[src/lrx_pkg.sv]
// Purpose: shared constants and types for the line receive block
// Assumes: one channel per instance, 100 MHz system clock
// Notes:   counts are in received bits unless named otherwise
package lrx_pkg;

	// ------------------------------------------------------------
	// loss-of-signal detector
	// ------------------------------------------------------------
	localparam int unsigned ZRUN_W   = 13;            // zero run width
	localparam int unsigned WIN_W    = 8;             // window counters
	localparam logic [12:0] LOS_E1_ZEROS     = 13'h0020; // 32 zeros
	localparam logic [12:0] LOS_E1_EXT_ZEROS = 13'h1000; // 4096 zeros
	localparam logic [12:0] LOS_T1_ZEROS     = 13'h00AF; // 175 zeros
	localparam logic [12:0] ZRUN_MAX         = 13'h1FFF; // saturation
	localparam logic [7:0]  CLR_E1_ONES = 8'h04;     // 4 ones needed
	localparam logic [7:0]  CLR_E1_WIN  = 8'h20;     // 32 bit window
	localparam logic [12:0] CLR_E1_RUN  = 13'h0010;  // max 16 zeros
	localparam logic [7:0]  CLR_T1_ONES = 8'h10;     // 16 ones needed
	localparam logic [7:0]  CLR_T1_WIN  = 8'h80;     // 128 bit window
	localparam logic [12:0] CLR_T1_RUN  = 13'h0064;  // max 100 zeros

	// ------------------------------------------------------------
	// decoder
	// ------------------------------------------------------------
	localparam int unsigned DEC_LEN   = 8;           // decode delay line
	localparam logic [2:0]  EXZ_RUN   = 3'h3;        // zeros before 4th
	localparam logic [7:0]  B8ZS_MASK = 8'h0D;       // V, B, V of 000VB0V
	localparam logic [7:0]  HDB3_MASK = 8'h04;       // B of B00V
	localparam int unsigned EQC_HI    = 4;           // mode bit positions
	localparam int unsigned EQC_LO    = 3;

	// ------------------------------------------------------------
	// jitter attenuator
	// ------------------------------------------------------------
	localparam int unsigned JA_WIDTH  = 2;           // {neg, pos} rails
	localparam int unsigned JA_DEPTH  = 64;          // largest length
	localparam int unsigned JA_AW     = 6;
	localparam logic [6:0]  JA_SHORT  = 7'h20;       // 32 bit length
	localparam logic [6:0]  JA_LONG   = 7'h40;       // 64 bit length
	localparam logic [6:0]  JA_MARGIN = 7'h02;       // two bit window

	typedef enum logic [1:0] {
		JA_OFF = 2'h0,
		JA_RX  = 2'h1,
		JA_TX  = 2'h2
	} lrx_ja_path_e;

	// gray along fill -> narrow -> wide
	typedef enum logic [1:0] {
		JS_FILL   = 2'h0,
		JS_NARROW = 2'h1,
		JS_WIDE   = 2'h3
	} lrx_ja_state_e;

	// ------------------------------------------------------------
	// pin synchroniser lanes
	// ------------------------------------------------------------
	localparam int unsigned NPINS    = 11;
	localparam int unsigned P_RCLK   = 0;
	localparam int unsigned P_RPOS   = 1;
	localparam int unsigned P_RNEG   = 2;
	localparam int unsigned P_ALOSS  = 3;
	localparam int unsigned P_AREST  = 4;
	localparam int unsigned P_MCLK   = 5;
	localparam int unsigned P_TCLK   = 6;
	localparam int unsigned P_TPOS   = 7;
	localparam int unsigned P_TNEG   = 8;
	localparam int unsigned P_EDGE   = 9;
	localparam int unsigned P_CODE   = 10;

endpackage

[src/lrx_fifo.sv]
// Purpose: small two-rail FIFO with registered read data
// Assumes: DEPTH is a power of two, AW = log2(DEPTH)
// Notes:   limit_in caps the usable length at or below DEPTH
`timescale 1ns/1ps
module lrx_fifo #(
	parameter int unsigned WIDTH = 2,
	parameter int unsigned DEPTH = 16,
	parameter int unsigned AW    = 4
) (
	// clock, reset, enable
	input  wire logic             clock_in,
	input  wire logic             rst_in,
	input  wire logic             ce_in,
	input  wire logic             clear_in,
	input  wire logic [AW:0]      limit_in,
	// fill side
	input  wire logic             wr_valid_in,
	output logic                  wr_ready_out,
	input  wire logic [WIDTH-1:0] wr_data_in,
	// drain side
	input  wire logic             rd_ready_in,
	output logic                  rd_valid_out,
	output logic [WIDTH-1:0]      rd_data_out,
	output logic [AW:0]           level_out
);

	logic [WIDTH-1:0] mem [DEPTH];   // storage
	logic [AW-1:0]    wptr;          // write pointer
	logic [AW-1:0]    rptr;          // read pointer
	logic             push;
	logic             pop;

	// full is judged against the programmed length, not DEPTH
	assign wr_ready_out = (level_out < limit_in);
	assign push = wr_valid_in & wr_ready_out;
	assign pop  = rd_ready_in & (level_out != '0);

	// ------------------------------------------------------------
	// pointers and level
	// ------------------------------------------------------------
	always_ff @(posedge clock_in)
	begin
		if (rst_in | (ce_in & clear_in))
		begin
			wptr      <= '0;
			rptr      <= '0;
			level_out <= '0;
		end
		else if (ce_in)
		begin
			if (push)
				wptr <= wptr + 1'b1;
			if (pop)
				rptr <= rptr + 1'b1;
			if (push & ~pop)
				level_out <= level_out + 1'b1;
			else if (pop & ~push)
				level_out <= level_out - 1'b1;
		end
	end

	// storage carries no reset
	always_ff @(posedge clock_in)
	begin
		if (ce_in & push)
			mem[wptr] <= wr_data_in;
	end

	// ------------------------------------------------------------
	// registered read port, valid one cycle after the pop
	// ------------------------------------------------------------
	always_ff @(posedge clock_in)
	begin
		if (rst_in)
		begin
			rd_valid_out <= 1'b0;
			rd_data_out  <= '0;
		end
		else if (ce_in)
		begin
			rd_valid_out <= pop & ~clear_in;
			if (pop)
				rd_data_out <= mem[rptr];
		end
	end

endmodule // lrx_fifo

[src/lrx_rx_line.sv]
// Purpose: receive loss detector, line decoder, jitter attenuator
// Assumes: link clocks are slow pins sampled by clock_in
// Notes:   decoder adds a fixed eight bit delay in single rail
//
// How it works
// - loss flag after 32/4096/175 zeros under analog loss
// - E1 clear: 4 ones/32 bits, run<=16
// - T1 clear: 16 ones/128 bits, run<=100
// - loss event sets status, drives interrupt low
// - status read clears status, interrupt returns high
// - attenuator first, then decoder, then outputs
// - decode single rail only; coding bit or pin
// - HDB3 in E1, B8ZS in T1
// - non-code violations pulse one recovered clock
// - E1 excessive zeros also flagged
// - AMI flags every bipolar violation
// - edge select picks output update edge
// - hardware mode takes edge select from pin
// - attenuator in receive, transmit, or off
// - attenuator length 32 or 64 bits
// - nominal latency half the length
// - near margin widen bandwidth to track input
// - narrow again once outside two bit margin
// - E1 bandwidth select forces 64 bit length
// - rail format chosen by select input
// - E1 when equalizer bits 4 and 3 set
// - coding select 1 means AMI
`timescale 1ns/1ps
module lrx_rx_line (
	// clock, reset, enable
	input  wire logic       clock_in,
	input  wire logic       rst_in,
	input  wire logic       ce_in,
	// recovered line side pins
	input  wire logic       rclk_in,
	input  wire logic       rx_pos_in,
	input  wire logic       rx_neg_in,
	input  wire logic       analog_loss_in,
	input  wire logic       analog_restore_in,
	input  wire logic       mclk_in,
	// transmit stream pins for attenuator in transmit path
	input  wire logic       tx_clock_in,
	input  wire logic       tx_pos_in,
	input  wire logic       tx_neg_in,
	// hardware mode pins
	input  wire logic       hw_mode_in,
	input  wire logic       rx_clock_edge_pin_in,
	input  wire logic       tx_negative_coding_pin_in,
	// host mode control bits
	input  wire logic       coding_select_in,
	input  wire logic       rx_clock_edge_select_in,
	input  wire logic       rail_format_select_in,
	input  wire logic [4:0] equalizer_control_in,
	input  wire logic       extended_loss_select_in,
	input  wire logic [1:0] ja_path_in,
	input  wire logic       ja_depth_long_in,
	input  wire logic       attenuator_bandwidth_select_in,
	input  wire logic       loss_int_enable_in,
	input  wire logic       status_read_in,
	// receive outputs to framer
	output logic            rx_clock_out,
	output logic            rx_positive_data_out,
	output logic            rx_negative_violation_out,
	// alarm outputs
	output logic            receive_loss_flag_out,
	output logic            loss_status_out,
	output logic            int_n_out,
	// transmit outputs
	output logic            tx_clock_out,
	output logic            tx_pos_out,
	output logic            tx_neg_out,
	// attenuator status
	output logic            ja_wide_out,
	output logic            ja_overflow_out,
	output logic [6:0]      ja_level_out
);

	// ------------------------------------------------------------
	// pin synchronisers and edge finders
	// ------------------------------------------------------------
	logic [lrx_pkg::NPINS-1:0] pin_raw;   // slow pins other than hw_mode_in
	logic [lrx_pkg::NPINS-1:0] pin_s1;    // first stage, private
	logic [lrx_pkg::NPINS-1:0] pin_s2;    // usable samples
	logic [lrx_pkg::NPINS-1:0] pin_d;     // previous sample
	logic rclk_rise;
	logic mclk_rise;
	logic tclk_rise;

	assign pin_raw = {tx_negative_coding_pin_in, rx_clock_edge_pin_in,
		tx_neg_in, tx_pos_in, tx_clock_in, mclk_in, analog_restore_in,
		analog_loss_in, rx_neg_in, rx_pos_in, rclk_in};

	// two flops before any logic looks at a pin other than hw_mode_in
	always_ff @(posedge clock_in)
	begin
		if (rst_in)
		begin
			pin_s1 <= '0;
			pin_s2 <= '0;
			pin_d  <= '0;
		end
		else if (ce_in)
		begin
			pin_s1 <= pin_raw;
			pin_s2 <= pin_s1;
			pin_d  <= pin_s2;
		end
	end

	assign rclk_rise = pin_s2[lrx_pkg::P_RCLK] & ~pin_d[lrx_pkg::P_RCLK];
	assign mclk_rise = pin_s2[lrx_pkg::P_MCLK] & ~pin_d[lrx_pkg::P_MCLK];
	assign tclk_rise = pin_s2[lrx_pkg::P_TCLK] & ~pin_d[lrx_pkg::P_TCLK];

	// ------------------------------------------------------------
	// mode decode
	// ------------------------------------------------------------
	logic e1_mode;      // E1 rather than T1/J1
	logic ami;          // plain AMI coding
	logic edge_fall;    // update outputs on falling clock
	logic single_rail;  // decoder in use
	logic rx_mark;      // raw received pulse
	logic [1:0] rx_sym; // raw {neg, pos}

	assign e1_mode = equalizer_control_in[lrx_pkg::EQC_HI]
		& equalizer_control_in[lrx_pkg::EQC_LO];
	assign ami = hw_mode_in ? pin_s2[lrx_pkg::P_CODE]
		: coding_select_in;
	assign edge_fall = hw_mode_in ? pin_s2[lrx_pkg::P_EDGE]
		: rx_clock_edge_select_in;
	assign single_rail = rail_format_select_in;
	assign rx_sym  = {pin_s2[lrx_pkg::P_RNEG], pin_s2[lrx_pkg::P_RPOS]};
	assign rx_mark = |rx_sym;

	// ------------------------------------------------------------
	// loss of signal: zero run, assert and clear windows
	// ------------------------------------------------------------
	logic [12:0] zero_run;     // consecutive zeros seen
	logic [12:0] next_run;
	logic [12:0] los_thresh;   // declare count
	logic [12:0] run_limit;    // longest run allowed to clear
	logic [7:0]  win_len;      // clear window length
	logic [7:0]  ones_need;    // ones needed in the window
	logic [7:0]  win_cnt;      // bits into the window
	logic [7:0]  ones_cnt;     // ones in the window
	logic [7:0]  next_ones;
	logic        run_bad;      // a run broke the limit
	logic        next_bad;
	logic        win_end;
	logic        aloss;

	assign aloss = pin_s2[lrx_pkg::P_ALOSS];
	assign los_thresh = ~e1_mode ? lrx_pkg::LOS_T1_ZEROS
		: extended_loss_select_in ? lrx_pkg::LOS_E1_EXT_ZEROS
		: lrx_pkg::LOS_E1_ZEROS;
	assign run_limit = e1_mode ? lrx_pkg::CLR_E1_RUN
		: lrx_pkg::CLR_T1_RUN;
	assign win_len   = e1_mode ? lrx_pkg::CLR_E1_WIN
		: lrx_pkg::CLR_T1_WIN;
	assign ones_need = e1_mode ? lrx_pkg::CLR_E1_ONES
		: lrx_pkg::CLR_T1_ONES;
	// ones restart the run; saturate so long losses do not wrap
	assign next_run = rx_mark ? '0
		: (zero_run == lrx_pkg::ZRUN_MAX) ? zero_run
		: zero_run + 1'b1;
	assign next_ones = ones_cnt + {7'h00, rx_mark};
	assign next_bad  = run_bad | (next_run > run_limit);
	assign win_end   = (win_cnt == win_len - 1'b1);

	// zero counter only runs once the analog detector has fired
	always_ff @(posedge clock_in)
	begin
		if (rst_in)
			zero_run <= '0;
		else if (ce_in)
		begin
			if (~aloss & ~receive_loss_flag_out)
				zero_run <= '0;
			else if (rclk_rise)
				zero_run <= next_run;
		end
	end

	// density window, restarted at each end
	always_ff @(posedge clock_in)
	begin
		if (rst_in)
		begin
			win_cnt  <= '0;
			ones_cnt <= '0;
			run_bad  <= 1'b0;
		end
		else if (ce_in & rclk_rise)
		begin
			if (win_end)
			begin
				win_cnt  <= '0;
				ones_cnt <= '0;
				run_bad  <= 1'b0;
			end
			else
			begin
				win_cnt  <= win_cnt + 1'b1;
				ones_cnt <= next_ones;
				run_bad  <= next_bad;
			end
		end
	end

	// flag holds until a whole clean window with restored level
	always_ff @(posedge clock_in)
	begin
		if (rst_in)
			receive_loss_flag_out <= 1'b0;
		else if (ce_in)
		begin
			if (~receive_loss_flag_out)
			begin
				if (aloss & (zero_run >= los_thresh))
					receive_loss_flag_out <= 1'b1;
			end
			else if (rclk_rise & win_end & pin_s2[lrx_pkg::P_AREST]
				& (next_ones >= ones_need) & ~next_bad)
				receive_loss_flag_out <= 1'b0;
		end
	end

	// ------------------------------------------------------------
	// sticky status and interrupt; a new event beats the read
	// ------------------------------------------------------------
	logic los_prev;    // flag one cycle ago
	logic los_event;
	logic next_status;

	assign los_event = receive_loss_flag_out ^ los_prev;
	assign next_status = los_event
		| (loss_status_out & ~status_read_in);

	always_ff @(posedge clock_in)
	begin
		if (rst_in)
		begin
			los_prev        <= 1'b0;
			loss_status_out <= 1'b0;
			int_n_out       <= 1'b1;
		end
		else if (ce_in)
		begin
			los_prev        <= receive_loss_flag_out;
			loss_status_out <= next_status;
			int_n_out <= ~(next_status & loss_int_enable_in);
		end
	end

	// ------------------------------------------------------------
	// jitter attenuator: FIFO plus fill, narrow and wide control
	// ------------------------------------------------------------
	lrx_pkg::lrx_ja_state_e ja_state;
	logic       ja_rx;          // attenuator in receive path
	logic       ja_tx;          // attenuator in transmit path
	logic [6:0] ja_limit;       // active length
	logic       near_edge;      // inside two bit margin
	logic       wr_valid;
	logic       wr_ready;
	logic [1:0] wr_data;
	logic       rd_ready;
	logic       rd_valid;
	logic [1:0] rd_data;
	logic       wr_clk_lvl;     // level of the write side clock

	assign ja_rx = (ja_path_in == lrx_pkg::JA_RX);
	assign ja_tx = (ja_path_in == lrx_pkg::JA_TX);
	// E1 narrow band needs the long FIFO
	assign ja_limit = (ja_depth_long_in
		| (e1_mode & attenuator_bandwidth_select_in))
		? lrx_pkg::JA_LONG : lrx_pkg::JA_SHORT;
	assign near_edge = (ja_level_out <= lrx_pkg::JA_MARGIN)
		| (ja_level_out >= ja_limit - lrx_pkg::JA_MARGIN);
	// write side follows the incoming data clock
	assign wr_valid = ja_rx ? rclk_rise : (ja_tx & tclk_rise);
	assign wr_data  = ja_rx ? rx_sym
		: {pin_s2[lrx_pkg::P_TNEG], pin_s2[lrx_pkg::P_TPOS]};
	assign wr_clk_lvl = ja_rx ? pin_s2[lrx_pkg::P_RCLK]
		: pin_s2[lrx_pkg::P_TCLK];
	// narrow: master clock paces reads; wide: reads track writes plus
	// master ticks, none near empty, so the level walks back out of
	// the margin instead of parking on it
	assign rd_ready = (ja_state == lrx_pkg::JS_NARROW) ? mclk_rise
		: (ja_state != lrx_pkg::JS_WIDE) ? 1'b0
		: (ja_level_out <= lrx_pkg::JA_MARGIN) ? 1'b0
		: (wr_valid | mclk_rise);

	always_ff @(posedge clock_in)
	begin
		if (rst_in)
			ja_state <= lrx_pkg::JS_FILL;
		else if (ce_in)
		begin
			case (ja_state)
				lrx_pkg::JS_FILL:
					// hold reads until half full: the nominal delay
					if (ja_level_out >= (ja_limit >> 1))
						ja_state <= lrx_pkg::JS_NARROW;
				lrx_pkg::JS_NARROW:
					if (near_edge)
						ja_state <= lrx_pkg::JS_WIDE;
				lrx_pkg::JS_WIDE:
					if (~near_edge)
						ja_state <= lrx_pkg::JS_NARROW;
				default:
					ja_state <= lrx_pkg::JS_FILL;
			endcase
			if (~(ja_rx | ja_tx))
				ja_state <= lrx_pkg::JS_FILL;
		end
	end

	lrx_fifo #(
		.WIDTH (lrx_pkg::JA_WIDTH),
		.DEPTH (lrx_pkg::JA_DEPTH),
		.AW    (lrx_pkg::JA_AW)
	) u_ja_fifo (
		.clock_in     (clock_in),
		.rst_in       (rst_in),
		.ce_in        (ce_in),
		.clear_in     (~(ja_rx | ja_tx)),
		.limit_in     (ja_limit),
		.wr_valid_in  (wr_valid),
		.wr_ready_out (wr_ready),
		.wr_data_in   (wr_data),
		.rd_ready_in  (rd_ready),
		.rd_valid_out (rd_valid),
		.rd_data_out  (rd_data),
		.level_out    (ja_level_out)
	);

	// overflow only if tracking failed; cleared with the status read
	always_ff @(posedge clock_in)
	begin
		if (rst_in)
		begin
			ja_overflow_out <= 1'b0;
			ja_wide_out     <= 1'b0;
		end
		else if (ce_in)
		begin
			ja_overflow_out <= (wr_valid & ~wr_ready)
				| (ja_overflow_out & ~status_read_in);
			ja_wide_out <= (ja_state == lrx_pkg::JS_WIDE);
		end
	end

	// ------------------------------------------------------------
	// decoder: eight bit delay line with substitution removal
	// ------------------------------------------------------------
	logic [7:0] d_mark;     // pulse present, index 0 newest
	logic [7:0] d_pol;      // pulse is negative
	logic [7:0] d_vio;      // violation to report
	logic       last_pol;   // polarity of the latest pulse
	logic [2:0] zcnt;       // raw zeros, saturating
	logic       dec_step;   // a bit enters the decoder
	logic [1:0] in_sym;
	logic       in_mark;
	logic       in_pol;
	logic       in_bpv;     // same polarity as previous pulse
	logic       hdb3_v;
	logic       hdb3_b;
	logic       b8zs;
	logic       exz;
	logic [7:0] clr;        // earlier pulses to remove
	logic       subst;

	// receive data goes through the attenuator before decoding
	assign dec_step = ja_rx ? rd_valid : rclk_rise;
	assign in_sym  = ja_rx ? rd_data : rx_sym;
	assign in_mark = |in_sym;
	assign in_pol  = in_sym[1];
	assign in_bpv  = in_mark & (in_pol == last_pol);
	assign hdb3_v = e1_mode & ~ami & in_bpv
		& ~d_mark[0] & ~d_mark[1] & ~d_mark[2];
	assign hdb3_b = e1_mode & ~ami & in_bpv & d_mark[2]
		& ~d_mark[1] & ~d_mark[0] & (d_pol[2] == in_pol);
	assign b8zs = ~e1_mode & ~ami & in_mark & ~d_mark[6] & ~d_mark[5]
		& ~d_mark[4] & d_mark[3] & d_mark[2] & ~d_mark[1] & d_mark[0]
		& (d_pol[3] != d_pol[2]) & (d_pol[0] == d_pol[2])
		& (in_pol == d_pol[3]);
	assign exz = e1_mode & ~ami & ~in_mark
		& (zcnt == lrx_pkg::EXZ_RUN);
	assign subst = hdb3_v | hdb3_b | b8zs;
	assign clr = b8zs ? lrx_pkg::B8ZS_MASK
		: hdb3_b ? lrx_pkg::HDB3_MASK : '0;

	always_ff @(posedge clock_in)
	begin
		if (rst_in)
		begin
			d_mark   <= '0;
			d_pol    <= '0;
			d_vio    <= '0;
			last_pol <= 1'b0;
			zcnt     <= '0;
		end
		else if (ce_in & dec_step)
		begin
			d_mark <= {d_mark[6:0] & ~clr[6:0], in_mark & ~subst};
			d_pol  <= {d_pol[6:0], in_pol};
			// AMI reports every violation, coded modes only strays and E1 excessive zeros
			d_vio  <= {d_vio[6:0] & ~clr[6:0],
				~subst & (in_bpv | exz)};
			if (in_mark)
				last_pol <= in_pol;
			if (in_mark)
				zcnt <= '0;
			else if (zcnt != lrx_pkg::EXZ_RUN + 1'b1)
				zcnt <= zcnt + 1'b1;
		end
	end

	// ------------------------------------------------------------
	// output staging and edge-selected update
	// ------------------------------------------------------------
	logic stage_pos;    // bit waiting for the output edge
	logic stage_neg;
	logic oclk_src;     // clock level shown to the framer
	logic out_edge;
	logic ja_clk_lvl;   // smoothed clock level

	assign ja_clk_lvl = (ja_state == lrx_pkg::JS_WIDE) ? wr_clk_lvl
		: pin_s2[lrx_pkg::P_MCLK];
	assign oclk_src = ja_rx ? ja_clk_lvl : pin_s2[lrx_pkg::P_RCLK];
	assign out_edge = edge_fall ? (rx_clock_out & ~oclk_src)
		: (~rx_clock_out & oclk_src);

	// single rail shows data and violation, dual rail raw rails
	always_ff @(posedge clock_in)
	begin
		if (rst_in)
		begin
			stage_pos <= 1'b0;
			stage_neg <= 1'b0;
		end
		else if (ce_in & dec_step)
		begin
			stage_pos <= single_rail ? d_mark[7] : in_sym[0];
			stage_neg <= single_rail ? d_vio[7] : in_sym[1];
		end
	end

	// one output clock period per bit gives a one period pulse
	always_ff @(posedge clock_in)
	begin
		if (rst_in)
		begin
			rx_clock_out              <= 1'b0;
			rx_positive_data_out      <= 1'b0;
			rx_negative_violation_out <= 1'b0;
		end
		else if (ce_in)
		begin
			rx_clock_out <= oclk_src;
			if (out_edge)
			begin
				rx_positive_data_out      <= stage_pos;
				rx_negative_violation_out <= stage_neg;
			end
		end
	end

	// transmit side: smoothed stream or plain pass-through
	always_ff @(posedge clock_in)
	begin
		if (rst_in)
		begin
			tx_clock_out <= 1'b0;
			tx_pos_out   <= 1'b0;
			tx_neg_out   <= 1'b0;
		end
		else if (ce_in)
		begin
			if (ja_tx)
			begin
				tx_clock_out <= ja_clk_lvl;
				if (rd_valid)
				begin
					tx_pos_out <= rd_data[0];
					tx_neg_out <= rd_data[1];
				end
			end
			else
			begin
				tx_clock_out <= pin_s2[lrx_pkg::P_TCLK];
				tx_pos_out   <= pin_s2[lrx_pkg::P_TPOS];
				tx_neg_out   <= pin_s2[lrx_pkg::P_TNEG];
			end
		end
	end

endmodule // lrx_rx_line

[config.mk]
export PLATFORM = sky130hd
export DESIGN_NAME = lrx_rx_line
export DESIGN_NICKNAME = d
export VERILOG_FILES = /design/src/lrx_pkg.sv /design/src/lrx_fifo.sv /design/src/lrx_rx_line.sv
export SDC_FILE = /design/constraint.sdc
export NUM_CORES = 1
export LEC_CHECK = 0
export BUFFER_PORTS_ARGS = -buffer_cell sky130_fd_sc_hd__buf_2
export CORE_MARGIN = 4
export CORE_UTILIZATION = 44
export CTS_CLUSTER_SIZE = 28
export DETAILED_ROUTE_END_ITERATION = 8
export PLACE_DENSITY = 0.7
export SYNTH_ARGS = -nofsm -noshare
export SYNTH_HDL_FRONTEND = slang
export SYNTH_HIERARCHICAL = 1
export SYNTH_SLANG_ARGS = --single-unit
[constraint.sdc]
create_clock -name clock_in -period 9.1 [get_ports clock_in]
set_input_delay 1.82 -clock clock_in [delete_from_list [all_inputs] [get_ports clock_in]]
set_output_delay 1.82 -clock clock_in [all_outputs]
set_load 0.05 [all_outputs]
### Word level (Yosys, flattened, before mapping)

Memories as Yosys holds them, arrays and structs flattened. A register that Yosys moved wholly into a read port is not among the register bits.
Cells that the tools add are included.

| word-level totals | value |
|---|---|
| bits in writable memories | 128 |
| word-level logic and storage cells | 224 |
| register bits after elaboration | 119 |
| memories kept | 1 |
| input bits | 30 |

| operators by class | value |
|---|---|
| equal/unequal tests | 18 |
| add/subtract/negate cells | 10 |
| bitwise gates (word level) | 92 |
| order comparisons | 7 |
| multiplexer cells | 49 |
| reductions and logical operators | 16 |

Memories:

| memory | words | bits a word | read ports | clocked after memory_dff | wr ports | RTL line | RTL |
|---|---|---|---|---|---|---|---|
| u_ja_fifo.mem | 64 | 2 | 1 | 1 | 1 | lrx_fifo.sv:27 | `logic [WIDTH-1:0] mem [DEPTH];` |

Operator list:

| cell | count |
|---|---|
| $mux 13 | 6 |
| $and 1x1->1 | 53 |
| $mux 7 | 4 |
| $mux 1 | 24 |
| $mux 8 | 3 |
| $not 1->1 | 24 |
| $reduce_and 2->1 | 8 |
| $and 7x7->7 | 2 |
| $add 13x1->13 const B | 1 |
| $eq 13x13->1 const B | 1 |
| $ge 13x13->1 | 1 |
| $gt 13x7->1 | 1 |
| $add 6x1->6 const B | 2 |
| $mux 2 | 6 |
| $ne 3x3->1 const B | 4 |
| $or 1x1->1 | 11 |
| $mux 3 | 3 |
| $add 8x1->8 | 1 |
| $add 8x1->8 const B | 1 |
| $eq 8x8->1 | 1 |
| $ge 8x5->1 | 1 |
| $sub 8x1->8 const B | 1 |
| $add 7x1->7 const B | 1 |
| $ge 7x6->1 | 1 |
| other kinds (23) | 31 |

### Longest topological paths before layout

| depth | value |
|---|---|
| word-level depth | 17 |
| depth in mapped cells | 19 |
| depth with buffers taken out | 19 |

### By module

The synthesis kept the hierarchy.

Modules (own cells, without submodules):

| module | instances | cells each | seq. area each (sq um) | area an instance (sq um) |
|---|---|---|---|---|
| lrx_fifo | 1 | 472 | 4284.1 | 6682.7 |
| lrx_rx_line | 1 | 600 | 1901.8 | 5013.6 |

### Least setup slack after synthesis

OpenSTA, ideal clock, no wires.

| timing path | value |
|---|---|
| path type | input-to-reg |
| start | input port equalizer_control_in[4] |
| end | register u_ja_fifo.level_out[6] |
| buffers on the path | 0 |
| path slack | 3.869 ns |
| data arrival time | 5.103 ns |
| stages on the path | 19 |
| cells stage by stage | nand2_1 > inv_1 > a21o_1 > inv_1 > inv_1 > ha_1 > and3_4 > a221oi_4 > o21a_1 > and2_1 > ha_1 > inv_1 > fa_1 > a21oi_1 > o21bai_1 > a211o_1 > o211ai_1 > xnor2_1 > nor2_1 |

| between the ends | value |
|---|---|
| cells in the longest elaborated chain, start to end | 10 |
| elaborated cells on any way between the ends | 12 |

Ends and longest elaborated chain:

| element | RTL line | RTL |
|---|---|---|
| start: declaration | lrx_rx_line.sv:53 | `input wire logic [4:0] equalizer_control_in,` |
| $and 1x1->1 (*) | lrx_rx_line.sv:125 | `& equalizer_control_in[lrx_pkg::EQC_LO];` |
| $and 1x1->1 (*) | lrx_rx_line.sv:274 | `\| (e1_mode & attenuator_bandwidth_select_in))` |
| $or 1x1->1 (*) | lrx_rx_line.sv:274 |  |
| $mux 7 (*) | lrx_rx_line.sv:275 | `? lrx_pkg::JA_LONG : lrx_pkg::JA_SHORT;` |
| net ja_limit[6] | lrx_rx_line.sv:260 | `logic [6:0] ja_limit;` |
| $lt 7x7->1 (*) | lrx_fifo.sv:34 | `assign wr_ready_out = (level_out < limit_in);` |
| net wr_ready | lrx_rx_line.sv:263 | `logic wr_ready;` |
| $and 1x1->1 (*) | lrx_fifo.sv:35 | `assign push = wr_valid_in & wr_ready_out;` |
| $not 1->1 | lrx_fifo.sv:57 | `else if (pop & ~push)` |
| $and 1x1->1 | lrx_fifo.sv:57 |  |
| $reduce_bool 2->1 (no source line) | - |  |
| $reduce_and 2->1 (no source line) | - |  |
| end signal: assignment | lrx_fifo.sv:56 | `level_out <= level_out + 1'b1;` |
| end signal: assignment | lrx_fifo.sv:58 | `level_out <= level_out - 1'b1;` |
| end: declaration | lrx_fifo.sv:24 | `output logic [AW:0] level_out` |

The timed path passes the listed nets; every way through them passes the cells marked *.
A chain may end at the register's enable or synchronous reset.

### Worst setup path after layout

Same ends and word-level chain as after synthesis.

==> results.sh <==
export IMPL_cts_sinks=245
export IMPL_finalMaxSlewViolations=0
export IMPL_grt_pass1_wl_mm=41.5
export IMPL_hold_viol_final=0
export IMPL_wl_per_cell_um=17.9
export IMPL_htreeDepth=1
export IMPL_async_flop_share_pct=0
export IMPL_postRouteAntennaNets=0
export IMPL_dp_hpwl_mm=16.8
export IMPL_gp_congestion=0.831
export IMPL_r2r_start="pin_s2[0]"
export IMPL_cp_data_arrival_time_ns=5.73
export IMPL_grt_max_degree=65
export IMPL_routed_wl_mm=25.9
export IMPL_setup_viol=0
export IMPL_synth_edf_count=128
export IMPL_ys_ff_latch=245
export IMPL_grt_antenna_before_repair=0
export IMPL_ys_warn_count=6
export IMPL_status="finished clean"
export IMPL_syn_to_final_growth_pct=11.6
export IMPL_rows=59
export IMPL_cts_tree="done"
export IMPL_io_pins=48
export IMPL_grt_overflow=0
export IMPL_synth_cells=1072
export IMPL_fin_util_pct=49.9
export IMPL_rsz0062_at_grt="false"
export IMPL_drv_cap=0
export IMPL_postCtsHoldBufs=0
export IMPL_power_per_cell_area_nw_per_um2=185
export IMPL_clkLatencyLatePin_ns=0.53
export IMPL_synth_top_area_share_pct=32.9
export IMPL_peakVddDrop_uv=169
export IMPL_first_pass_iters=5
export IMPL_yosysTopAreaCell="edfxtp_1"
export IMPL_yosys_top_cells_count="166 x nor2_1, 128 x edfxtp_1, 117 x dfxtp_1"
export IMPL_ys_seq_area_share_pct=52.9
export IMPL_leakage_nw=4.72
export IMPL_dp_cells=1402
export IMPL_numCtsBuffers=27
export IMPL_synth_distinct_cells=83
export IMPL_critPathCaptureType="flip-flop"
export IMPL_die_h_um=171
export IMPL_first_iter_violations=654
export IMPL_drc=0
export IMPL_vias=8190
export IMPL_clock_path_buffers=3
export IMPL_die_area_um2=29300
export IMPL_fin_tns_setup_ns=0
export IMPL_cts_repair_resized=0
export IMPL_final_area_um2=13100
export IMPL_finalNonFillerCells=1452
export IMPL_post_cts_buffers=0
export IMPL_whs_path_depth=2
export IMPL_crit_path_max_fanout=13
export IMPL_grt_pass1_vias=7939
export IMPL_layout_min_cycle_time_ns=5.34
export IMPL_cp_start_kind="input port"
export IMPL_hp_start="d_pol[1]"
export IMPL_crit_type="in -> reg"
export IMPL_power_w=0.00242
export IMPL_holdCritPathClass="reg -> reg"
export IMPL_layout_drive_gt1_share_pct=13.9
export IMPL_r2r_slack_ns=5.49
export IMPL_placedInstanceArea_um2=12100
export IMPL_avgSynthCellArea_um2=10.9
export IMPL_worstRegToRegCells=17
export IMPL_required_ns=9.49
export IMPL_max_freq_mhz=187
export IMPL_routed_via_density=5.64
export IMPL_port_buffers=44
export IMPL_hold_path_end="d_pol[2]"
export IMPL_n_antenna_cell=0
export IMPL_reg2reg_to="u_ja_fifo/level_out[6]"
export IMPL_cts_root_buf="clkbuf_16"
export IMPL_yosysMostFrequentCell="nor2_1"
export IMPL_fin_skew_ns=0.0113
export IMPL_period_share_pct=58.6
export IMPL_yosys_top_cells_area="edfxtp_1 33%, dfxtp_1 20%, nor2_1 5.3%"
export IMPL_core_um2=26100
export IMPL_relSlewSlack_pct=22.4
export IMPL_nNetsFinal=1165
export IMPL_synth_cell_area_um2=11700
export IMPL_initial_core_util_pct=44.8
export IMPL_ys_flop_type="edfxtp_1"
export IMPL_clk_pin_slew_ns=0.06
export IMPL_die_w_um=171
export IMPL_max_slew_worst_pin_slew_ns=1.16
export IMPL_grt_usage_pct=17.4
power by group:
part           internal (W)  leakage, nW  total (W)  switching [W]
sequential          0.00117         2.31    0.00117     0.00000586
combinational     0.0000276         1.93  0.0000827      0.0000551
clock              0.000725        0.482    0.00116       0.000436
critical path, stage by stage:
cell	delay [ns]
buf_2	0.07
nand2_1	0.15
inv_1	0.44
a21o_1	0.25
inv_1	0.05
ha_1	0.34
and3_4	0.20
a221oi_4	0.37
o21a_1	0.19
and2_1	0.13
ha_1	0.22
inv_1	0.16
fa_1	0.43
a21oi_1	0.14
o21bai_1	0.12
a211o_1	0.31
o211ai_1	0.11
xnor2_1	0.15
nor2_1	0.05
cells by family after synthesis:
logic type | after synthesis | synth area share, %
simple gates | 395 | 16.0
flops | 245 | 52.9
compound gates | 185 | 10.8
buf+inv | 91 | 3.82
mux | 85 | 9.91
fa+ha+maj | 39 | 4.24
xor+xnor | 31 | 2.32
other cells | 1 | 0.0321
area by class of cell:
cell class / count / area [um^2]
Tap cell: 335 / 419
Sequential cell: 245 / 6190
Clock buffer: 37 / 795
Fill cell: 2364 / 13100
Inverter: 30 / 113
Clock inverter: 13 / 178
Multi-Input combinational cell: 740 / 5080
Timing Repair Buffer: 52 / 283
through the flow:
stage          setup WS, ns  hold WS, ns
2_1_floorplan          3.87        0.431
3_3_place_gp           3.32        0.438
3_5_place_dp           3.23        0.447
4_1_cts                3.78        0.455
5_1_grt                3.56        0.471
6_report               3.76        0.455
sequential cells by signal, summed over array words and instances (netlist names), 2 cells and up:
register               cells
u_ja_fifo/wptr             6
d_mark                     8
d_vio                      8
ones_cnt                   8
d_pol                      4
pin_s1                    11
zero_run                  13
ja_state                   2
u_ja_fifo/rptr             6
u_ja_fifo/mem            128
pin_s2                    11
u_ja_fifo/rd_data_out      2
u_ja_fifo/level_out        7
pin_d                      3
zcnt                       3
win_cnt                    8
how the worst max path moves through the flow:
stage                            start                     end  depth (start not counted)
6_report       equalizer_control_in[4]  u_ja_fifo/level_out[6]                         19
3_3_place_gp   equalizer_control_in[4]  u_ja_fifo/level_out[6]                         20
3_5_place_dp   equalizer_control_in[4]  u_ja_fifo/level_out[6]                         19
4_1_cts        equalizer_control_in[4]  u_ja_fifo/level_out[6]                         19
5_1_grt        equalizer_control_in[4]  u_ja_fifo/level_out[6]                         20
2_1_floorplan  equalizer_control_in[4]  u_ja_fifo/level_out[6]                         19
per-layer routing:
layer	wire (um)	track usage [%]	up-vias
met2	12400	29.2	205
li1	-	-	3949
met1	11600	24.1	3989
met5	0	0	-
met3	1420	2.61	47
met4	562	4.10	0
cells in the final DEF, fill, tap and decap left out, drive strengths merged, types with 4 or more instances in the layout:
master / n
a211oi: 8
a21boi: 4
a21o: 5
a21oi: 62
a22oi: 14
a311oi: 5
a31oi: 15
a32oi: 4
and2: 9
and3: 9
buf: 52
bufinv: 4
clkbuf: 37
clkinv: 6
conb: 5
dfxtp: 117
edfxtp: 128
ha: 38
inv: 32
mux2: 6
mux2i: 55
mux4: 24
nand2: 93
nand2b: 11
nand3: 24
nand3b: 13
nand4: 14
nand4b: 4
nor2: 170
nor2b: 6
nor3: 17
nor4: 4
o21a: 4
o21ai: 25
o21bai: 4
o221ai: 4
o22ai: 5
or3: 6
xnor2: 16
xor2: 15
(Power assumes the default switching activity.)
